**config.mk**
```make
export PLATFORM = sky130hd
export DESIGN_NAME = dcl_top
export DESIGN_NICKNAME = d
export VERILOG_FILES = /design/src/hw/dcl_pkg.sv /design/src/hw/dcl_soft_reset.sv /design/src/hw/dcl_power_fsm.sv /design/src/hw/dcl_top.sv
export SDC_FILE = /design/constraint.sdc
export NUM_CORES = 1
export LEC_CHECK = 0
export BUFFER_PORTS_ARGS = -buffer_cell sky130_fd_sc_hd__buf_2
export CAP_MARGIN = 15
export CELL_PAD_IN_SITES_DETAIL_PLACEMENT = 1
export CELL_PAD_IN_SITES_GLOBAL_PLACEMENT = 1
export CORE_ASPECT_RATIO = 0.8
export CORE_UTILIZATION = 39
export DETAILED_ROUTE_END_ITERATION = 10
export PLACE_DENSITY_LB_ADDON = 0.05
export RECOVER_POWER = 100
export SLEW_MARGIN = 30
export SYNTH_ARGS = -nofsm -noshare
export SYNTH_HDL_FRONTEND = slang
export SYNTH_HIERARCHICAL = 1
export SYNTH_SLANG_ARGS = --single-unit
```
**constraint.sdc**
```tcl
create_clock -name clock_in -period 3.5 [get_ports clock_in]
set_input_delay 0.175 -clock clock_in [delete_from_list [all_inputs] [get_ports clock_in]]
set_output_delay 0.175 -clock clock_in [all_outputs]
set_load 0.05 [all_outputs]
```
**src/hw/dcl_pkg.sv**
```systemverilog
/*
  Shared constants and types for the converter control block.
  Assumes a single synchronous clock and a word-wide register port.
*/
package dcl_pkg;

  // Instance bases in the internal address space
  localparam logic [31:0] DCL_BASE_INST0 = 32'h0000_8000;
  localparam logic [31:0] DCL_BASE_INST1 = 32'h0000_8040;

  // Register offsets
  localparam logic [31:0] DCL_OFS_ACT  = 32'h0000_0000;
  localparam logic [31:0] DCL_OFS_CFG  = 32'h0000_0004;
  localparam logic [31:0] DCL_OFS_CTRL = 32'h0000_0008;
  localparam logic [31:0] DCL_OFS_DATA = 32'h0000_000c;

  // Field positions and widths
  localparam int DCL_ACT_BIT  = 0;
  localparam int DCL_ON_BIT   = 0;
  localparam int DCL_SRST_BIT = 1;
  localparam int DCL_CFG_W    = 3;
  localparam int DCL_CODE_W   = 12;

  // Values after reset
  localparam logic                  DCL_ACT_RST  = 1'h0;
  localparam logic                  DCL_ON_RST   = 1'h0;
  localparam logic [DCL_CFG_W-1:0]  DCL_CFG_RST  = 3'h0;
  localparam logic [DCL_CODE_W-1:0] DCL_CODE_RST = 12'h000;

  // Timing: settle time of one conversion at 1 Msample/s
  localparam int DCL_CLK_PERIOD_NS = 50;
  localparam int DCL_CONV_TIME_NS  = 1000;
  localparam int DCL_CONV_CYCLES   =
    (DCL_CONV_TIME_NS + DCL_CLK_PERIOD_NS - 1) / DCL_CLK_PERIOD_NS;

  typedef struct packed {
    logic        wr;
    logic        rd;
    logic [31:0] addr;
    logic [31:0] wdata;
  } dcl_bus_req_t;

  typedef struct packed {
    logic sleep_ctl;
    logic pin_en;
    logic intrl_en;
  } dcl_cfg_t;

  typedef enum {
    DCL_DEACT,
    DCL_SLEEP,
    DCL_OFF,
    DCL_ON,
    DCL_CONV
  } dcl_pwr_t;

  function automatic logic dcl_hit(input logic [31:0] addr,
                                   input logic [31:0] base,
                                   input logic [31:0] ofs);
    dcl_hit = (addr == (base + ofs));
  endfunction : dcl_hit

endpackage : dcl_pkg

```
**src/hw/dcl_soft_reset.sv**
```systemverilog
/*
  Self-clearing soft reset request and the combined converter reset.
  Assumes the request strobe is a one-cycle register write decode.
*/
`timescale 1ns/1ns
module dcl_soft_reset
(
  // Clock and reset
  input  wire logic clock_in,
  input  wire logic rst_in,
  // Request
  input  wire logic srst_wr_in,
  // Converter reset
  output logic      conv_rst_out
);
  import dcl_pkg::*;

  logic pulse_ff;
  logic nxt_pulse;

  // Bit clears itself one cycle after a write of 1
  always_comb
  begin
    nxt_pulse = srst_wr_in;
  end

  always_ff @(posedge clock_in)
  begin
    if (rst_in)
      pulse_ff <= 1'h0;
    else
      pulse_ff <= nxt_pulse;
  end

  assign conv_rst_out = rst_in | pulse_ff;

  srst_self_clear_a : assert property (
    @(posedge clock_in) disable iff (rst_in)
      (pulse_ff && !srst_wr_in) |=> !pulse_ff)
    else $error("soft reset request did not clear itself");

endmodule : dcl_soft_reset

```
**src/hw/dcl_power_fsm.sv**
```systemverilog
/*
  Power state sequencer: deactivated, sleeping, off, on and converting.
  Assumes kick is a one-cycle pulse on any change of on bit or code.
*/
`timescale 1ns/1ns
module dcl_power_fsm #(
  parameter int CONV_CYCLES = dcl_pkg::DCL_CONV_CYCLES
)
(
  // Clock and reset
  input  wire logic      clock_in,
  input  wire logic      conv_rst_in,
  // Conditions
  input  wire logic      active_in,
  input  wire logic      sleep_in,
  input  wire logic      on_in,
  input  wire logic      kick_in,
  // State
  output dcl_pkg::dcl_pwr_t state_out
);
  import dcl_pkg::*;

  dcl_pwr_t   state_ff;
  dcl_pwr_t   nxt_state;
  logic [7:0] cnt_ff;
  logic [7:0] nxt_cnt;

  always_comb
  begin
    nxt_state = state_ff;
    nxt_cnt   = cnt_ff;
    if (!active_in)
      nxt_state = DCL_DEACT;
    else if (sleep_in)
      nxt_state = DCL_SLEEP;
    else
    begin
      unique case (state_ff)
        DCL_DEACT, DCL_SLEEP, DCL_OFF, DCL_ON:
        begin
          nxt_cnt = 8'h00;
          if (kick_in)
            nxt_state = DCL_CONV;
          else
            nxt_state = on_in ? DCL_ON : DCL_OFF;
        end
        DCL_CONV:
        begin
          // A new change restarts the settle time
          if (kick_in)
            nxt_cnt = 8'h00;
          else if (cnt_ff == 8'(CONV_CYCLES - 1))
            nxt_state = on_in ? DCL_ON : DCL_OFF;
          else
            nxt_cnt = cnt_ff + 8'h01;
        end
      endcase
    end
  end

  always_ff @(posedge clock_in)
  begin
    if (conv_rst_in)
    begin
      state_ff <= DCL_DEACT;
      cnt_ff   <= 8'h00;
    end
    else
    begin
      state_ff <= nxt_state;
      cnt_ff   <= nxt_cnt;
    end
  end

  assign state_out = state_ff;

  conv_entry_a : assert property (
    @(posedge clock_in) disable iff (conv_rst_in)
      (kick_in && active_in && !sleep_in) |=> (state_ff == DCL_CONV))
    else $error("change of on bit or code did not start a conversion");

  conv_bound_a : assert property (
    @(posedge clock_in) disable iff (conv_rst_in)
      (state_ff == DCL_CONV) |-> (cnt_ff < 8'(CONV_CYCLES)))
    else $error("conversion ran past its settle time");

endmodule : dcl_power_fsm

```
**src/hw/dcl_top.sv**
```systemverilog
/*
  Control logic of a 12-bit voltage output converter: register bank,
  power sequencing and output routing to pin and internal buffers.
  Assumes the embedded controller drives a single-cycle word port with
  full 32-bit addresses, and that analog parts follow the enables.
*/
// Overview of operation
// - System reset clears every register and state
// - Converter reset clears all but activation
// - Block runs from its single block clock
// - Inactive: analog off, clocks gated, registers usable
// - Obeyed sleep request turns analog off, gates clocks
// - Change of on bit or code starts conversion
// - Code is unsigned, full scale 4095
// - Registers sit at per-instance base address
// - Activate resets to zero; zero refuses enabling
// - Configuration writable only while converter off
// - Bit 2: obey sleep and tristate output
// - Bit 1: pin output buffer enable
// - Bit 0: internal output buffer enable
// - Soft reset bit self-clears; writing 0 ignored
// - On bit presents code via enabled buffers
`timescale 1ns/1ns
module dcl_top #(
  parameter logic [31:0] BASE_ADDR   = dcl_pkg::DCL_BASE_INST0,
  parameter int          CONV_CYCLES = dcl_pkg::DCL_CONV_CYCLES
)
(
  // Clock and reset
  input  wire logic                 clock_in,
  input  wire logic                 rst_in,
  // Register port
  input  dcl_pkg::dcl_bus_req_t     bus_req_in,
  output logic [31:0]               rdata_out,
  output logic                      rvalid_out,
  // Chip sleep request
  input  wire logic                 sleep_req_in,
  // Analog core controls
  output logic                      analog_on_out,
  output logic                      clock_run_out,
  output logic                      pin_buffer_en_out,
  output logic                      internal_buffer_enable_out,
  output logic                      output_tristate_out,
  output logic                      converting_out,
  output logic [dcl_pkg::DCL_CODE_W-1:0] code_out
);
  import dcl_pkg::*;

  // Register bank state
  logic                  act_ff;
  logic                  nxt_act;
  dcl_cfg_t              cfg_ff;
  dcl_cfg_t              nxt_cfg;
  logic                  converter_running_flag_ff;
  logic                  nxt_on;
  logic [DCL_CODE_W-1:0] data_ff;
  logic [DCL_CODE_W-1:0] nxt_data;
  logic [31:0]           rdata_ff;
  logic [31:0]           nxt_rdata;
  logic                  rvalid_ff;
  logic                  nxt_rvalid;

  // Decode
  logic wr_act;
  logic wr_cfg;
  logic wr_ctrl;
  logic wr_data;
  logic srst_wr;
  logic conv_rst;
  logic kick;
  logic sleep_eff;
  dcl_pwr_t state;

  // Output state
  logic                  analog_on_ff;
  logic                  nxt_analog_on;
  logic                  clock_run_ff;
  logic                  nxt_clock_run;
  logic                  pin_en_ff;
  logic                  nxt_pin_en;
  logic                  intrl_en_ff;
  logic                  nxt_intrl_en;
  logic                  tristate_ff;
  logic                  nxt_tristate;
  logic                  conv_ff;
  logic                  nxt_conv;
  logic [DCL_CODE_W-1:0] code_ff;
  logic [DCL_CODE_W-1:0] nxt_code;

  // Reserved slots and foreign addresses neither hit nor answer with data
  assign wr_act  = bus_req_in.wr && dcl_hit(bus_req_in.addr, BASE_ADDR, DCL_OFS_ACT);
  assign wr_cfg  = bus_req_in.wr && dcl_hit(bus_req_in.addr, BASE_ADDR, DCL_OFS_CFG);
  assign wr_ctrl = bus_req_in.wr && dcl_hit(bus_req_in.addr, BASE_ADDR, DCL_OFS_CTRL);
  assign wr_data = bus_req_in.wr && dcl_hit(bus_req_in.addr, BASE_ADDR, DCL_OFS_DATA);
  assign srst_wr = wr_ctrl && bus_req_in.wdata[DCL_SRST_BIT];

  dcl_soft_reset u_soft_reset (
    .clock_in     (clock_in),
    .rst_in       (rst_in),
    .srst_wr_in   (srst_wr),
    .conv_rst_out (conv_rst)
  );

  // Register writes
  always_comb
  begin
    nxt_act  = act_ff;
    nxt_cfg  = cfg_ff;
    nxt_on   = converter_running_flag_ff;
    nxt_data = data_ff;
    if (wr_act)
      nxt_act = bus_req_in.wdata[DCL_ACT_BIT];
    // Locked while running so the analog routing never changes under load
    if (wr_cfg && !converter_running_flag_ff)
      nxt_cfg = dcl_cfg_t'(bus_req_in.wdata[DCL_CFG_W-1:0]);
    if (wr_ctrl)
    begin
      if (!bus_req_in.wdata[DCL_ON_BIT])
        nxt_on = 1'h0;
      else if (act_ff)
        nxt_on = 1'h1;
    end
    if (wr_data)
      nxt_data = bus_req_in.wdata[DCL_CODE_W-1:0];
  end

  // Register reads; write-only and reserved bits read as zero
  always_comb
  begin
    nxt_rdata  = 32'h0000_0000;
    nxt_rvalid = bus_req_in.rd;
    if (bus_req_in.rd)
    begin
      if (dcl_hit(bus_req_in.addr, BASE_ADDR, DCL_OFS_ACT))
        nxt_rdata[DCL_ACT_BIT] = act_ff;
      else if (dcl_hit(bus_req_in.addr, BASE_ADDR, DCL_OFS_CFG))
        nxt_rdata[DCL_CFG_W-1:0] = cfg_ff;
      else if (dcl_hit(bus_req_in.addr, BASE_ADDR, DCL_OFS_CTRL))
        nxt_rdata[DCL_ON_BIT] = converter_running_flag_ff;
      else if (dcl_hit(bus_req_in.addr, BASE_ADDR, DCL_OFS_DATA))
        nxt_rdata[DCL_CODE_W-1:0] = data_ff;
    end
  end

  // Activation survives the soft reset; only system reset or a write of 0 clears it
  always_ff @(posedge clock_in)
  begin
    if (rst_in)
    begin
      act_ff    <= DCL_ACT_RST;
      rdata_ff  <= 32'h0000_0000;
      rvalid_ff <= 1'h0;
    end
    else
    begin
      act_ff    <= nxt_act;
      rdata_ff  <= nxt_rdata;
      rvalid_ff <= nxt_rvalid;
    end
  end

  always_ff @(posedge clock_in)
  begin
    if (conv_rst)
    begin
      cfg_ff                    <= dcl_cfg_t'(DCL_CFG_RST);
      converter_running_flag_ff <= DCL_ON_RST;
      data_ff                   <= DCL_CODE_RST;
    end
    else
    begin
      cfg_ff                    <= nxt_cfg;
      converter_running_flag_ff <= nxt_on;
      data_ff                   <= nxt_data;
    end
  end

  // Sleep counts only when the converter is configured to obey it
  assign sleep_eff = sleep_req_in && cfg_ff.sleep_ctl;
  assign kick      = (nxt_on != converter_running_flag_ff) || (nxt_data != data_ff);

  dcl_power_fsm #(
    .CONV_CYCLES (CONV_CYCLES)
  ) u_power_fsm (
    .clock_in    (clock_in),
    .conv_rst_in (conv_rst),
    .active_in   (act_ff),
    .sleep_in    (sleep_eff),
    .on_in       (converter_running_flag_ff),
    .kick_in     (kick),
    .state_out   (state)
  );

  // Analog controls follow the power state
  always_comb
  begin
    nxt_analog_on = ((state == DCL_ON) || (state == DCL_CONV)) && converter_running_flag_ff;
    nxt_clock_run = (state != DCL_DEACT) && (state != DCL_SLEEP);
    nxt_pin_en    = nxt_analog_on && cfg_ff.pin_en;
    nxt_intrl_en  = nxt_analog_on && cfg_ff.intrl_en;
    nxt_tristate  = (state == DCL_SLEEP);
    nxt_conv      = (state == DCL_CONV);
    // Unsigned code; the core scales it by reference over 4095
    nxt_code      = data_ff;
  end

  always_ff @(posedge clock_in)
  begin
    if (rst_in)
    begin
      analog_on_ff <= 1'h0;
      clock_run_ff <= 1'h0;
      pin_en_ff    <= 1'h0;
      intrl_en_ff  <= 1'h0;
      tristate_ff  <= 1'h0;
      conv_ff      <= 1'h0;
      code_ff      <= DCL_CODE_RST;
    end
    else
    begin
      analog_on_ff <= nxt_analog_on;
      clock_run_ff <= nxt_clock_run;
      pin_en_ff    <= nxt_pin_en;
      intrl_en_ff  <= nxt_intrl_en;
      tristate_ff  <= nxt_tristate;
      conv_ff      <= nxt_conv;
      code_ff      <= nxt_code;
    end
  end

  assign rdata_out                  = rdata_ff;
  assign rvalid_out                 = rvalid_ff;
  assign analog_on_out              = analog_on_ff;
  assign clock_run_out              = clock_run_ff;
  assign pin_buffer_en_out          = pin_en_ff;
  assign internal_buffer_enable_out = intrl_en_ff;
  assign output_tristate_out        = tristate_ff;
  assign converting_out             = conv_ff;
  assign code_out                   = code_ff;

  sys_reset_a : assert property (
    @(posedge clock_in)
      rst_in |=> (!act_ff && !converter_running_flag_ff && data_ff == DCL_CODE_RST))
    else $error("system reset left state behind");

  soft_reset_a : assert property (
    @(posedge clock_in) disable iff (rst_in)
      (srst_wr && !wr_act) ##1 !wr_act |=>
        (!converter_running_flag_ff && data_ff == DCL_CODE_RST
         && act_ff == $past(act_ff, 2)))
    else $error("soft reset did not clear the converter registers");

  refuse_on_a : assert property (
    @(posedge clock_in) disable iff (rst_in)
      $rose(converter_running_flag_ff) |-> $past(act_ff))
    else $error("converter enabled while inactive");

  cfg_lock_a : assert property (
    @(posedge clock_in) disable iff (conv_rst)
      (wr_cfg && converter_running_flag_ff) |=> $stable(cfg_ff))
    else $error("configuration changed while running");

  deact_gate_a : assert property (
    @(posedge clock_in) disable iff (conv_rst)
      (!act_ff ##1 !act_ff) |=> (!clock_run_out && !analog_on_out))
    else $error("inactive block kept clocks or analog running");

  sleep_tri_a : assert property (
    @(posedge clock_in) disable iff (conv_rst)
      output_tristate_out |-> $past(sleep_eff, 2))
    else $error("output tristated without an obeyed sleep");

  pin_route_a : assert property (
    @(posedge clock_in) disable iff (rst_in)
      pin_buffer_en_out |-> ($past(cfg_ff.pin_en) && $past(converter_running_flag_ff)))
    else $error("pin buffer enabled without its enable or on bit");

  intrl_route_a : assert property (
    @(posedge clock_in) disable iff (rst_in)
      internal_buffer_enable_out |-> ($past(cfg_ff.intrl_en) && analog_on_out))
    else $error("internal buffer enabled without its enable");

  code_read_a : assert property (
    @(posedge clock_in) disable iff (rst_in)
      (bus_req_in.rd && !bus_req_in.wr
       && dcl_hit(bus_req_in.addr, BASE_ADDR, DCL_OFS_DATA))
        |=> (rvalid_out && rdata_out == {20'h00000, $past(data_ff)}))
    else $error("code register read back wrong");

  cfg_read_a : assert property (
    @(posedge clock_in) disable iff (rst_in)
      (bus_req_in.rd && dcl_hit(bus_req_in.addr, BASE_ADDR, DCL_OFS_CFG))
        |=> (rvalid_out && rdata_out == {29'h0, $past(cfg_ff)}))
    else $error("configuration read back wrong");

  sleep_off_a : assert property (
    @(posedge clock_in) disable iff (rst_in)
      output_tristate_out |-> (!analog_on_out && !clock_run_out))
    else $error("sleeping block kept clocks or analog running");

endmodule : dcl_top

```
# Word level (Yosys, flattened, before mapping)
# Cells that the tools add are included.
[word_totals]
ff_bits = 109
inputBits = 69
elab_cells = 91
[op_classes]
addsub = 1
n_eq_ne = 20
muxes = 18
n_bitwise = 5
reduce_logical = 25
[op_table]
columns = ["op", "count"]
rows = [
  ["32-bit by 16-bit equality test with 1-bit output (second input constant)", 4],
  ["32-bit by 2-bit equality test with 1-bit output (second input constant)", 3],
  ["32-bit 2-to-1 mux", 3],
  ["32-bit by 3-bit equality test with 1-bit output (second input constant)", 2],
  ["32-bit case mux with 2 select lines", 1],
  ["32-bit by 1-bit equality test with 1-bit output (second input constant)", 1],
  ["32-bit by 4-bit equality test with 1-bit output (second input constant)", 1],
  ["32-bit logical NOT", 1],
  ["32-bit by 2-bit != test with 1-bit output (second input constant)", 1],
  ["32-bit nonzero test", 1],
  ["12-bit 2-to-1 mux", 2],
  ["8-bit 2-to-1 mux", 2],
  ["8-bit case mux with 2 select lines", 1],
  ["12-bit != test", 1],
  ["1-bit logical AND", 11],
  ["11-bit 2-to-1 mux", 1],
  ["8-bit by 1-bit adder with 8-bit output (second input constant)", 1],
  ["8-bit by 5-bit equality test with 1-bit output (second input constant)", 1],
  ["1-bit 2-to-1 mux", 7],
  ["3-bit != test (second input constant)", 2],
  ["3-bit OR reduction", 2],
  ["6-bit OR reduction", 1],
  ["1-bit NOT", 4],
  ["2-bit AND reduction", 2],
  ["other kinds (11)", 13],
]

# Longest topological paths before layout
# Gate-level depths: netlist (run 1).
[logic_depth]
ltp_word = 8
depth_mapped = 9
mapped_depth_nobuf = 7

# By module
# Netlist (run 1), hierarchy kept.
[by_module_without_submodules]
columns = ["mod", "n_inst", "cells_per_inst", "area_per_inst_um2"]
rows = [
  ["dcl_top", 1, 230, 2301.0],
  ["dcl_power_fsm", 1, 108, 938.4],
  ["dcl_soft_reset", 1, 3, 35.0],
]

# Worst setup path before layout (run 1)
# OpenSTA, ideal clock, no wires.
[synth_timing]
kind = "input-to-reg"
startpoint = "in bus_req_in[50] (netlist bit)"
endpoint = "reg u_power_fsm.cnt_ff[7]"
arrival_ns = 1.967
required_ns = 3.378
slack_ns = 1.411
path_stages = 8
path_buffers = 1
path_cell_list = "nor4_4 and4_1 buf_6 nand2_2 a2111oi_2 nor4b_4 nor4b_1 a221o_1"
[synth_between]
elab_chain_len = 7
[synth_lines]
columns = ["item", "line", "rtl"]
rows = [
  ["start, declared", "dcl_top.sv:33", "input dcl_pkg::dcl_bus_req_t bus_req_in,"],
  ["32-bit by 16-bit equality test with 1-bit output", "dcl_pkg.sv:60", "dcl_hit = (addr == (base + ofs));"],
  ["1-bit logical AND, on equally long branches", "dcl_top.sv:94, dcl_top.sv:93", ""],
  ["12-bit 2-to-1 mux or 1-bit 2-to-1 mux (tied branches)", "dcl_top.sv:123, dcl_top.sv:116", ""],
  ["12-bit != test or 1-bit != test (tied branches)", "dcl_top.sv:180", "assign kick = (nxt_on != converter_running_flag_ff) || (nxt_data != data_ff);"],
  ["1-bit logical OR (*)", "dcl_top.sv:180", ""],
  ["via kick", "dcl_top.sv:70", "logic kick;"],
  ["3-bit != test (no source line) or 8-bit 2-to-1 mux (tied branches)", "n/a", ""],
  ["3-bit AND reduction (no source line) or 8-bit case mux with 2 select lines (tied branches)", "n/a", ""],
  ["end signal, assigned", "dcl_power_fsm.sv:71", "cnt_ff <= nxt_cnt;"],
  ["end, declared", "dcl_power_fsm.sv:25", "logic [7:0] cnt_ff;"],
]
# Mark *: on every way through the listed nets, which the timed path passes. The rest lies on a longest branch.
# A chain may end at the register's enable or synchronous reset.

# Worst setup path in the final report (run 1)
[layout_timing]
startpoint = "in bus_req_in[41] (netlist bit)"
endpoint = "reg rdata_ff[3] (netlist: rdata_out[3])"
[layout_between]
elab_chain_len = 3
[layout_lines]
columns = ["item", "line", "rtl"]
rows = [
  ["32-bit by 16-bit equality test with 1-bit output", "dcl_pkg.sv:60", ""],
  ["1-bit NOT (no source line)", "n/a", ""],
  ["6-bit OR reduction (no source line) (*)", "n/a", ""],
  ["end signal, assigned", "dcl_top.sv:157", "rdata_ff <= nxt_rdata;"],
  ["end, declared", "dcl_top.sv:58", "logic [31:0] rdata_ff;"],
]
# Mark *: on every way between the ends. The rest lies on a longest branch, timed or not.

==> results of run 1 <==
==> area by class of cell <==
type,instances,area [um2]
flip-flops and latches,60,1201
fillers,973,4337
clock buffers,9,123.9
multi-input cells,256,1709
well taps,108,135.1
repair buffers,82,370.4
clock inverters,7,123.9
inverters,5,18.77
==> cells by family (layout without fill, tap and decap cells) <==
family,count (synthesis),after routing,share of synthesized area [%]
simple gates,136,136,31.18
buf+inv,72,103,15.48
flops,60,60,36.68
compound gates,55,55,11.54
xor+xnor,12,12,3.210
mux,3,3,1.299
other cells,2,49,0.2294
fa+ha+maj,1,1,0.3821
==> flip-flops by register name, summed over array words and instances (netlist names), 3 cells and up <==
register	flops
rdata_out	12
data_ff	12
cfg_ff	3
u_power_fsm/state_out	3
u_power_fsm/cnt_ff	8
code_out	12
==> stage by stage <==
step | utilization [%] | power, mW
after global placement | 43.84 | 0.8363
after CTS | 46.93 | 1.598
after global routing | 45.92 | 1.635
after detailed placement | 43.84 | 0.8368
final | 45.92 | 1.582
after floorplan | - | 0.8289
==> critical path: cells and delay by family <==
family / cells / cell delay [ns]
AND/OR/NAND/NOR: 4 / 2.84
buffers and inverters: 1 / 0.10
==> worst paths after layout <==
| check | startpoint | slack (ns) | end |
|---|---|---|---|
| hold / removal | bus_req_in[9] | 0.12 | data_ff[9] |
| setup / recovery | bus_req_in[41] | 0.65 | rdata_out[3] |
| setup reg to reg | data_ff[0] | 0.98 | u_power_fsm/cnt_ff[7] |
| hold reg to reg | cfg_ff[0] | 0.50 | cfg_ff[0] |
==> power by group through the flow <==
stage	Clock, mW	Sequential (mW)	Combinational (mW)
floorplan	0	0.704	0.125
global placement	0	0.699	0.137
detailed placement	0	0.700	0.137
CTS	0.777	0.684	0.138
global route	0.806	0.683	0.146
finish	0.762	0.684	0.136
==> layer usage <==
metal / wire length (um) / track usage, %
met1: 4017 / 25.88
met2: 3166 / 24.92
met3: 343 / 2.966
met4: 80 / 6.883
met5: 0 / 0
==> synth_stat cells (2+ instances only) <==
master	n	area share (%)
buf_2	3	0.46
and2_1	14	2.7
conb_1	2	0.23
a311oi_1	2	0.54
nand3_1	4	0.61
nor2b_1	19	3.6
nor3_1	6	0.92
a31oi_1	3	0.57
nor4b_4	3	2.2
o21ai_0	2	0.31
o211ai_1	3	0.69
xnor2_1	12	3.2
dfxtp_1	60	37
nor4b_1	2	0.54
nand2_1	10	1.1
nand4_1	26	5.0
nand3b_1	3	0.69
mux2i_1	2	0.61
o211a_1	2	0.61
and3_1	5	0.96
nor2_1	8	0.92
clkbuf_1	5	0.57
a21oi_1	20	3.1
inv_1	5	0.57
nor4_2	2	0.76
nor4_1	6	1.1
o31ai_1	15	3.4
nor3b_1	2	0.46
buf_6	4	1.4
and4_1	3	0.80
nand4b_1	2	0.54
and3b_1	3	0.80
nor4_4	6	3.9
buf_4	53	12
==> results by group, run 1 <==
Pwr
  – Combinational share of power: 8.6%
  – Clock network fraction of design power: 48.2%
  – Power Density: 429.7 nW/um2
  – Switching portion of total power: 24.47%
  – Peak VDD IR: 157.7 uV
  – Leak Pwr: 1.392 nW
  – Part of the power in registers: 43.2%
  – Sw power: 387.1 uW
  – Int Power: 1.195 mW

Worst setup path
  – Critical Path RT: 3.77 ns
  – R2R cell count: 7
  – Max Fanout on Critical Path: 17
  – Crit-path cells: buf_2 > nor4_1 > nand4_1 > nor4_1 > and2_1
  – Crit end category: flip-flop
  – CP max-delay cell: nor4_1
  – CP Launch Type: input pin
  – Arrival time at the worst endpoint: 3.12 ns
  – CP Class: input pin to flip-flop
  – Cell mode on critical path: nor4_1
  – Crit-path max cell delay: 1.48 ns

Run status
  – Run status: finished, violations left
  – Failing checks: capacitance limit, slew limit

Drt
  – Residual DRC count: 0
  – Routed wire length: 7608 um
  – ANT nets after route: 0
  – DR iter-0 viols: 118
  – Routed via count: 2584
  – WL/cell: 14.44 um
  – Vias per Instance: 4.903
  – Drt pass-1 iters: 4

Clocking
  – Skew-Pair Late Insertion Delay: 0.33 ns
  – Hold-fix buffers at CTS: 0
  – Post-CTS resize count: 0
  – Reg clk slew, reported paths: 0.08 ns
  – Num CTS Buffers: 9
  – Post-CTS Setup Inserts: 0
  – Htree depth: 3
  – CTS root buf: clkbuf_8
  – Clk sinks: 60
  – CTS Buffer Depth: 2
  – CTS tree: built

GRT
  – Gr usage total: 17.53%
  – First-pass GRT wire length: 12310 um
  – Initial antenna violation count: 0
  – Vias in the first global route: 2463
  – Largest net degree at the start of global routing: 20
  – Global route overflow: 0

Final layout
  – Final net count: 484
  – Area Overhead vs Synth: 12.46%
  – Final Instance Area: 3682 um2
  – Antenna Cells: 0
  – Commonest non-fill, non-tap cells in the layout: 60 x dfxtp_1, 49 x conb_1, 47 x buf_2
  – Non-Filler Instances: 527
  – Share of layout cells above drive strength 1: 19.33%
  – Commonest non-fill, non-tap cell in the layout: dfxtp_1

Timing
  – Setup TNS: 0 ns
  – Fin crit period: 2.851 ns
  – Post-route clock period utilization: 81.44%
  – Final setup fails: 0
  – Worst setup margin: 0.6495 ns
  – Hold WS: 0.1161 ns
  – Slew @ Worst Pin: 1.501 ns
  – Hold Vio Cnt, Final: 0
  – Slew headroom: -1.021%
  – Clock skew: 0.007794 ns
  – Max Slew Vio Count: 10
  – RSZ-0062 raised after global routing: no
  – Fmax: 350.8 MHz

Synth
  – Sequential area share after synthesis: 36.68%
  – Ys Warns: 6
  – Top_reg_cell synth: dfxtp_1
  – Synth Cell Area: 3274 um2
  – Async S/R FF share, synth: 0%
  – Synthesized instance count: 341
  – Post-synth EDFFs: 0
  – Netlist cell types: 58
  – Mean Syn Cell Area: 9.602 um2
  – Flops & latches, synth: 60

Floorplanning
  – Die Area: 8769 um2
  – I/O Pins: 120
  – Core Rows: 29
  – Die Ht: 83.96 um
  – Initial Util: 40.83%
  – Die width: 104.4 um
  – Core area: 8019 um2

Placed design
  – Dpl ws: 0.9897 ns
  – Routability cong.: 0.8102
  – Port bufs: 79
  – DP Area: 3516 um2
  – Cells after DPL: 511
  – Detailed-placement wirelength estimate: 5527 um

Worst hold path
  – Hold Path Depth: 3
  – Tightest Hold Check Type: input pin to flip-flop

Job
  – Count of max-cap constraint violations: 1
Power figures use the tool's default switching activity.
==> inputs of run 2 (changes only) <==
- CORE_UTILIZATION: 39 -> 33
- clock period: 3.5 -> 2.5 ns (I/O delays scaled with it)
==> run 2 against run 1 <==
  * The flow now finishes without violations
  * Global-route usage shrank 0.61 points
  * First-iteration DRC count is 42% higher
  * Critical path depth is 4 higher
  * Combinational power grew 43%
  * Hold slack worse by 0.032 ns
  * Cell count up 6.6%
  * Core utilization down 5.8 points
  * Via count increased by 4.0%
  * Register-to-register slack worse by 0.70 ns
  * Non-clock buffer count grew 7
  * Flip-flop and latch count unchanged
  * Largest power group unchanged
==> results by group, run 2 (synthesis results as in run 1) <==
Run status
  – Run status: finished clean

Timing
  – Hold Vio Cnt, Final: 0 (unchanged)
  – Setup TNS: 0 ns (unchanged)
  – Hold WS: 0.08436 ns (-0.03175 ns)
  – Max Slew Vio Count: 0 (-10)
  – Worst setup margin: 0.2808 ns (-0.3686 ns)
  – Fmax: 450.6 MHz
  – RSZ-0062 raised after global routing: no
  – Slew headroom: 31.26% (+32 points)
  – Slew @ Worst Pin: 1.031 ns (-0.4704 ns)
  – Final setup fails: 0 (unchanged)
  – Fin crit period: 2.219 ns
  – Clock skew: 0.007281 ns (-0.0005131 ns)
  – Post-route clock period utilization: 88.77%

Placed design
  – Routability cong.: 0.7679 (-5.2%)
  – Detailed-placement wirelength estimate: 6047 um (+9.4%)
  – Dpl ws: 0.2873 ns (-0.7024 ns)
  – Port bufs: 79 (unchanged)
  – Cells after DPL: 546 (+6.8%)

Worst setup path
  – CP Launch Type: flip-flop
  – Arrival time at the worst endpoint: 2.45 ns (-0.67 ns)
  – CP Class: flip-flop to flip-flop
  – Critical Path RT: 2.73 ns (-1.04 ns)
  – Crit end category: flip-flop
  – Max Fanout on Critical Path: 9 (-8)

Clocking
  – CTS root buf: clkbuf_16
  – Num CTS Buffers: 9 (unchanged)
  – CTS Buffer Depth: 2 (unchanged)
  – CTS tree: built
  – Post-CTS resize count: 0 (unchanged)
  – Htree depth: 3 (unchanged)
  – Reg clk slew, reported paths: 0.06 ns (-0.02 ns)
  – Post-CTS Setup Inserts: 0 (unchanged)
  – Hold-fix buffers at CTS: 0 (unchanged)
  – Skew-Pair Late Insertion Delay: 0.32 ns (about the same)
  – Clk sinks: 60 (unchanged)

GRT
  – First-pass GRT wire length: 13460 um (+9.3%)
  – Largest net degree at the start of global routing: 20 (unchanged)
  – Gr usage total: 16.92% (-0.61 points)
  – Initial antenna violation count: 0 (unchanged)
  – Global route overflow: 0 (unchanged)
  – Vias in the first global route: 2620 (+6.4%)

Drt
  – Routed via count: 2687 (+4.0%)
  – ANT nets after route: 0 (unchanged)
  – Drt pass-1 iters: 5 (+1)
  – Vias per Instance: 4.781 (-2.5%)
  – Met1 WL: 4240 um (+5.6%)
  – Met3 routed WL: 394 um (+15%)
  – Residual DRC count: 0 (unchanged)
  – DR iter-0 viols: 168 (+42%)
  – WL/cell: 14.91 um (+3.3%)
  – Met2 routed WL: 3641 um (+15%)
  – Routed wire length: 8378 um (+10%)
  – Top sig layer: met4

Floorplanning
  – I/O Pins: 120 (unchanged)
  – Core area: 9649 um2 (+20%)
  – Die Ht: 91.10 um (+8.5%)
  – Initial Util: 33.93% (-6.9 points)
  – Die width: 113.4 um (+8.5%)
  – Die Area: 10330 um2 (+18%)
  – Core Rows: 32 (+10%)

Final layout
  – Area Overhead vs Synth: 18.23%
  – Final net count: 491 (+1.4%)
  – Antenna Cells: 0 (unchanged)
  – Fillers: 1160 (+19%)
  – Share of layout cells above drive strength 1: 20.89% (+1.6 points)
  – Commonest non-fill, non-tap cells in the layout: 60 x dfxtp_1, 49 x conb_1, 47 x buf_2
  – Non-Filler Instances: 562 (+6.6%)
  – Commonest non-fill, non-tap cell in the layout: dfxtp_1

Pwr
  – Peak VDD IR: 305.8 uV (+94%)
  – Leak Pwr: 1.474 nW (+5.9%)
  – Power Density: 668.9 nW/um2 (+56%)

Job
  – Count of max-cap constraint violations: 0 (-1)

Worst hold path
  – Tightest Hold Check Type: input pin to flip-flop
==> run 2: worst max-delay path: stages, from the launching register on <==
cell       delay (ns)
dfxtp_1          0.33
xnor2_1          0.19
nand4_1          0.16
nor3_1           0.31
a2111oi_2        0.12
clkbuf_1         0.17
nor4b_4          0.29
buf_4            0.22
a31oi_1          0.09
a311oi_1         0.23
==> run 2: area by class of cell <==
| type | instances | area, um2 | area share (%) |
|---|---|---|---|
| multi-input cells | 256 | 1713 | 44.25 |
| flip-flops and latches | 60 | 1201 | 31.03 |
| repair buffers | 89 | 419.2 | 10.83 |
| clock buffers | 9 | 225.2 | 5.818 |
| well taps | 136 | 170.2 | 4.396 |
| clock inverters | 7 | 123.9 | 3.200 |
| inverters | 5 | 18.77 | 0.4848 |
==> run 2: power by group <==
| part | internal [mW] | switching, mW |
|---|---|---|
| clock | 0.979 | 0.457 |
| sequential | 0.958 | 0.000428 |
| combinational | 0.0490 | 0.145 |
| total | 1.99 | 0.603 |
==> run 2: metrics by stage <==
| step | util [%] | area, um2 | total power, mW |
|---|---|---|---|
| after floorplan | - | 3451 | 1.161 |
| final | 40.12 | 3871 | 2.589 |
| after detailed placement | 37.34 | 3603 | 1.176 |
| after global placement | 37.34 | 3603 | 1.175 |
| after global routing | 40.12 | 3871 | 2.681 |
| after CTS | 40.96 | 3953 | 2.617 |
==> run 2: worst paths after layout <==
check | slack [ns] | end | startpoint | cells past startpoint
hold reg to reg | 0.50 | cfg_ff[2] | cfg_ff[2] | 2
setup / recovery | 0.28 | u_power_fsm/cnt_ff[4] | data_ff[8] | 9
hold / removal | 0.08 | data_ff[8] | bus_req_in[8] | 3
setup reg to reg | 0.28 | u_power_fsm/cnt_ff[4] | data_ff[8] | 9
==> run 2: metal layers <==
layer  track usage, %  vias up
li1                 -     1312
met1            23.94     1289
met2            25.15       78
met3            3.271        8
met4            6.469        0
met5                0        -
==> inputs of run 3 (changes only) <==
- CORE_ASPECT_RATIO: 0.8 -> not set
==> run 3 against run 2 <==
  * Register-to-register slack lost 0.06 ns
  * Clock skew grew 0.0043 ns
  * Via count shrank 0.63%
  * Design area shrank 3.7%
  * Clock power shrank 31%
  * Sequential share of layout area grew 1.2 points
  * Flip-flop and latch count is the same
  * Non-clock buffer count is the same
  * Die area is essentially flat
  * Largest cell class unchanged
  * Highest routed layer unchanged
==> results by group, run 3 (synthesis results as in run 1) <==
Run status
  – Run status: finished clean

Drt
  – Residual DRC count: 0 (unchanged)
  – DR iter-0 viols: 72 (-57%)
  – Vias per Instance: 4.811 (+0.62%)
  – ANT nets after route: 0 (unchanged)
  – Drt pass-1 iters: 4 (-1)
  – Routed wire length: 8321 um (-0.68%)
  – WL/cell: 14.99 um (+0.57%)
  – Routed via count: 2670 (-0.63%)

Floorplanning
  – Core area: 9415 um2 (-2.4%)
  – Core Rows: 35 (+9.4%)
  – I/O Pins: 120 (unchanged)
  – Initial Util: 34.78% (+0.84 points)
  – Die Area: 10320 um2 (about the same)
  – Die width: 101.6 um (-10%)
  – Die Ht: 101.6 um (+12%)

GRT
  – First-pass GRT wire length: 13240 um (-1.6%)
  – Initial antenna violation count: 0 (unchanged)
  – Largest net degree at the start of global routing: 20 (unchanged)
  – Gr usage total: 16.87% (-0.050 points)
  – Vias in the first global route: 2567 (-2.0%)
  – Global route overflow: 0 (unchanged)

Timing
  – Final setup fails: 0 (unchanged)
  – Worst setup margin: 0.2234 ns (-0.05746 ns)
  – Hold WS: 0.05907 ns (-0.02529 ns)
  – Fmax: 439.2 MHz (-2.5%)
  – Clock skew: 0.01158 ns (+0.004299 ns)
  – RSZ-0062 raised after global routing: no
  – Post-route clock period utilization: 91.06% (+2.3 points)
  – Slew headroom: 34.65% (+3.4 points)
  – Fin crit period: 2.277 ns (+0.05746 ns)
  – Setup TNS: 0 ns (unchanged)
  – Hold Vio Cnt, Final: 0 (unchanged)
  – Max Slew Vio Count: 0 (unchanged)
  – Slew @ Worst Pin: 0.9802 ns (-0.05084 ns)

Pwr
  – Peak VDD IR: 343.7 uV (+12%)
  – Leak Pwr: 1.411 nW (-4.3%)
  – Combinational share of power: 8.8% (+1.3 points)
  – Int Power: 1.572 mW (-21%)
  – Sw power: 576.0 uW (-4.4%)
  – Part of the power in registers: 44.5% (+7.5 points)
  – Tot Pwr: 2.148 mW (-17%)
  – Clock network fraction of design power: 46.7% (-8.8 points)
  – Power Density: 575.9 nW/um2 (-14%)
  – Switching portion of total power: 26.81% (+3.5 points)

Clocking
  – Reg clk slew, reported paths: 0.08 ns (+0.02 ns)
  – Htree depth: 3 (unchanged)
  – Skew-Pair Late Insertion Delay: 0.34 ns (+0.02 ns)
  – Post-CTS resize count: 0 (unchanged)
  – CTS Buffer Depth: 2 (unchanged)
  – CTS root buf: clkbuf_8
  – Post-CTS Setup Inserts: 0 (unchanged)
  – CTS tree: built
  – Clk sinks: 60 (unchanged)
  – Hold-fix buffers at CTS: 0 (unchanged)
  – Num CTS Buffers: 9 (unchanged)

Final layout
  – Antenna Cells: 0 (unchanged)
  – Final net count: 491 (unchanged)
  – Non-Filler Instances: 555 (-1.2%)
  – Final Instance Area: 3730 um2 (-3.7%)
  – Commonest non-fill, non-tap cells in the layout: 60 x dfxtp_1, 49 x conb_1, 47 x buf_2
  – Commonest non-fill, non-tap cell in the layout: dfxtp_1
  – Fin util: 39.61% (-0.50 points)
  – Area Overhead vs Synth: 13.91%
  – Share of layout cells above drive strength 1: 20.19% (-0.70 points)

Placed design
  – Dpl ws: 0.2441 ns (-0.04312 ns)
  – Port bufs: 79 (unchanged)
  – DP Area: 3607 um2 (+0.10%)
  – Cells after DPL: 539 (-1.3%)
  – Detailed-placement wirelength estimate: 6007 um (-0.65%)
  – Routability cong.: 0.7251 (-5.6%)

Worst setup path
  – Crit end category: flip-flop
  – Max Fanout on Critical Path: 16 (+7)
  – Arrival time at the worst endpoint: 2.50 ns (+0.05 ns)
  – CP Launch Type: flip-flop
  – Critical Path RT: 2.73 ns (about the same)
  – CP Class: flip-flop to flip-flop

Worst hold path
  – Tightest Hold Check Type: input pin to flip-flop

Job
  – Count of max-cap constraint violations: 0 (unchanged)
run 3: worst paths after layout:
kind            startpoint                     to  slack, ns  cells after the start
max                 act_ff  u_power_fsm/cnt_ff[7]       0.22                      9
min reg2reg     data_ff[7]             data_ff[7]       0.50                      2
min          bus_req_in[4]             data_ff[4]       0.06                      3
max reg2reg         act_ff  u_power_fsm/cnt_ff[7]       0.22                      9
run 3: power by group through the flow:
stage,sequential [mW],combinational [mW],clock (mW)
after floorplan,0.985,0.175,0
after global placement,0.979,0.193,0
after detailed placement,0.979,0.194,0
after CTS,0.957,0.195,1.03
after global routing,0.957,0.204,1.07
final,0.957,0.189,1.00
run 3: layout make-up:
type | instances | area [um2]
Fill cell | 1149 | 5685
Multi-Input combinational cell | 256 | 1694
Sequential cell | 60 | 1201
Timing Repair Buffer | 89 | 431.7
Tap cell | 129 | 161.4
Clock buffer | 9 | 123.9
Clock inverter | 7 | 98.84
Inverter | 5 | 18.77
run 3: worst max-delay path, stage by stage, from the launching register on:
cell and delay [ns]:
dfxtp_1 0.48, inv_1 0.09, nor3_1 0.18, a211oi_1 0.07, a2111oi_0 0.39, clkbuf_1 0.26, nor4b_4 0.08, buf_12 0.15
nor4b_1 0.14, a221o_1 0.31
run 3: metal layers:
layer / part of all wire (%) / global-route usage (%) / vias to the layer above
li1: - / - / 1308
met1: 47 / 21.65 / 1287
met2: 48 / 27.86 / 68
met3: 3.3 / 2.761 / 7
met4: 1.2 / 7.358 / 0
met5: 0 / 0 / -
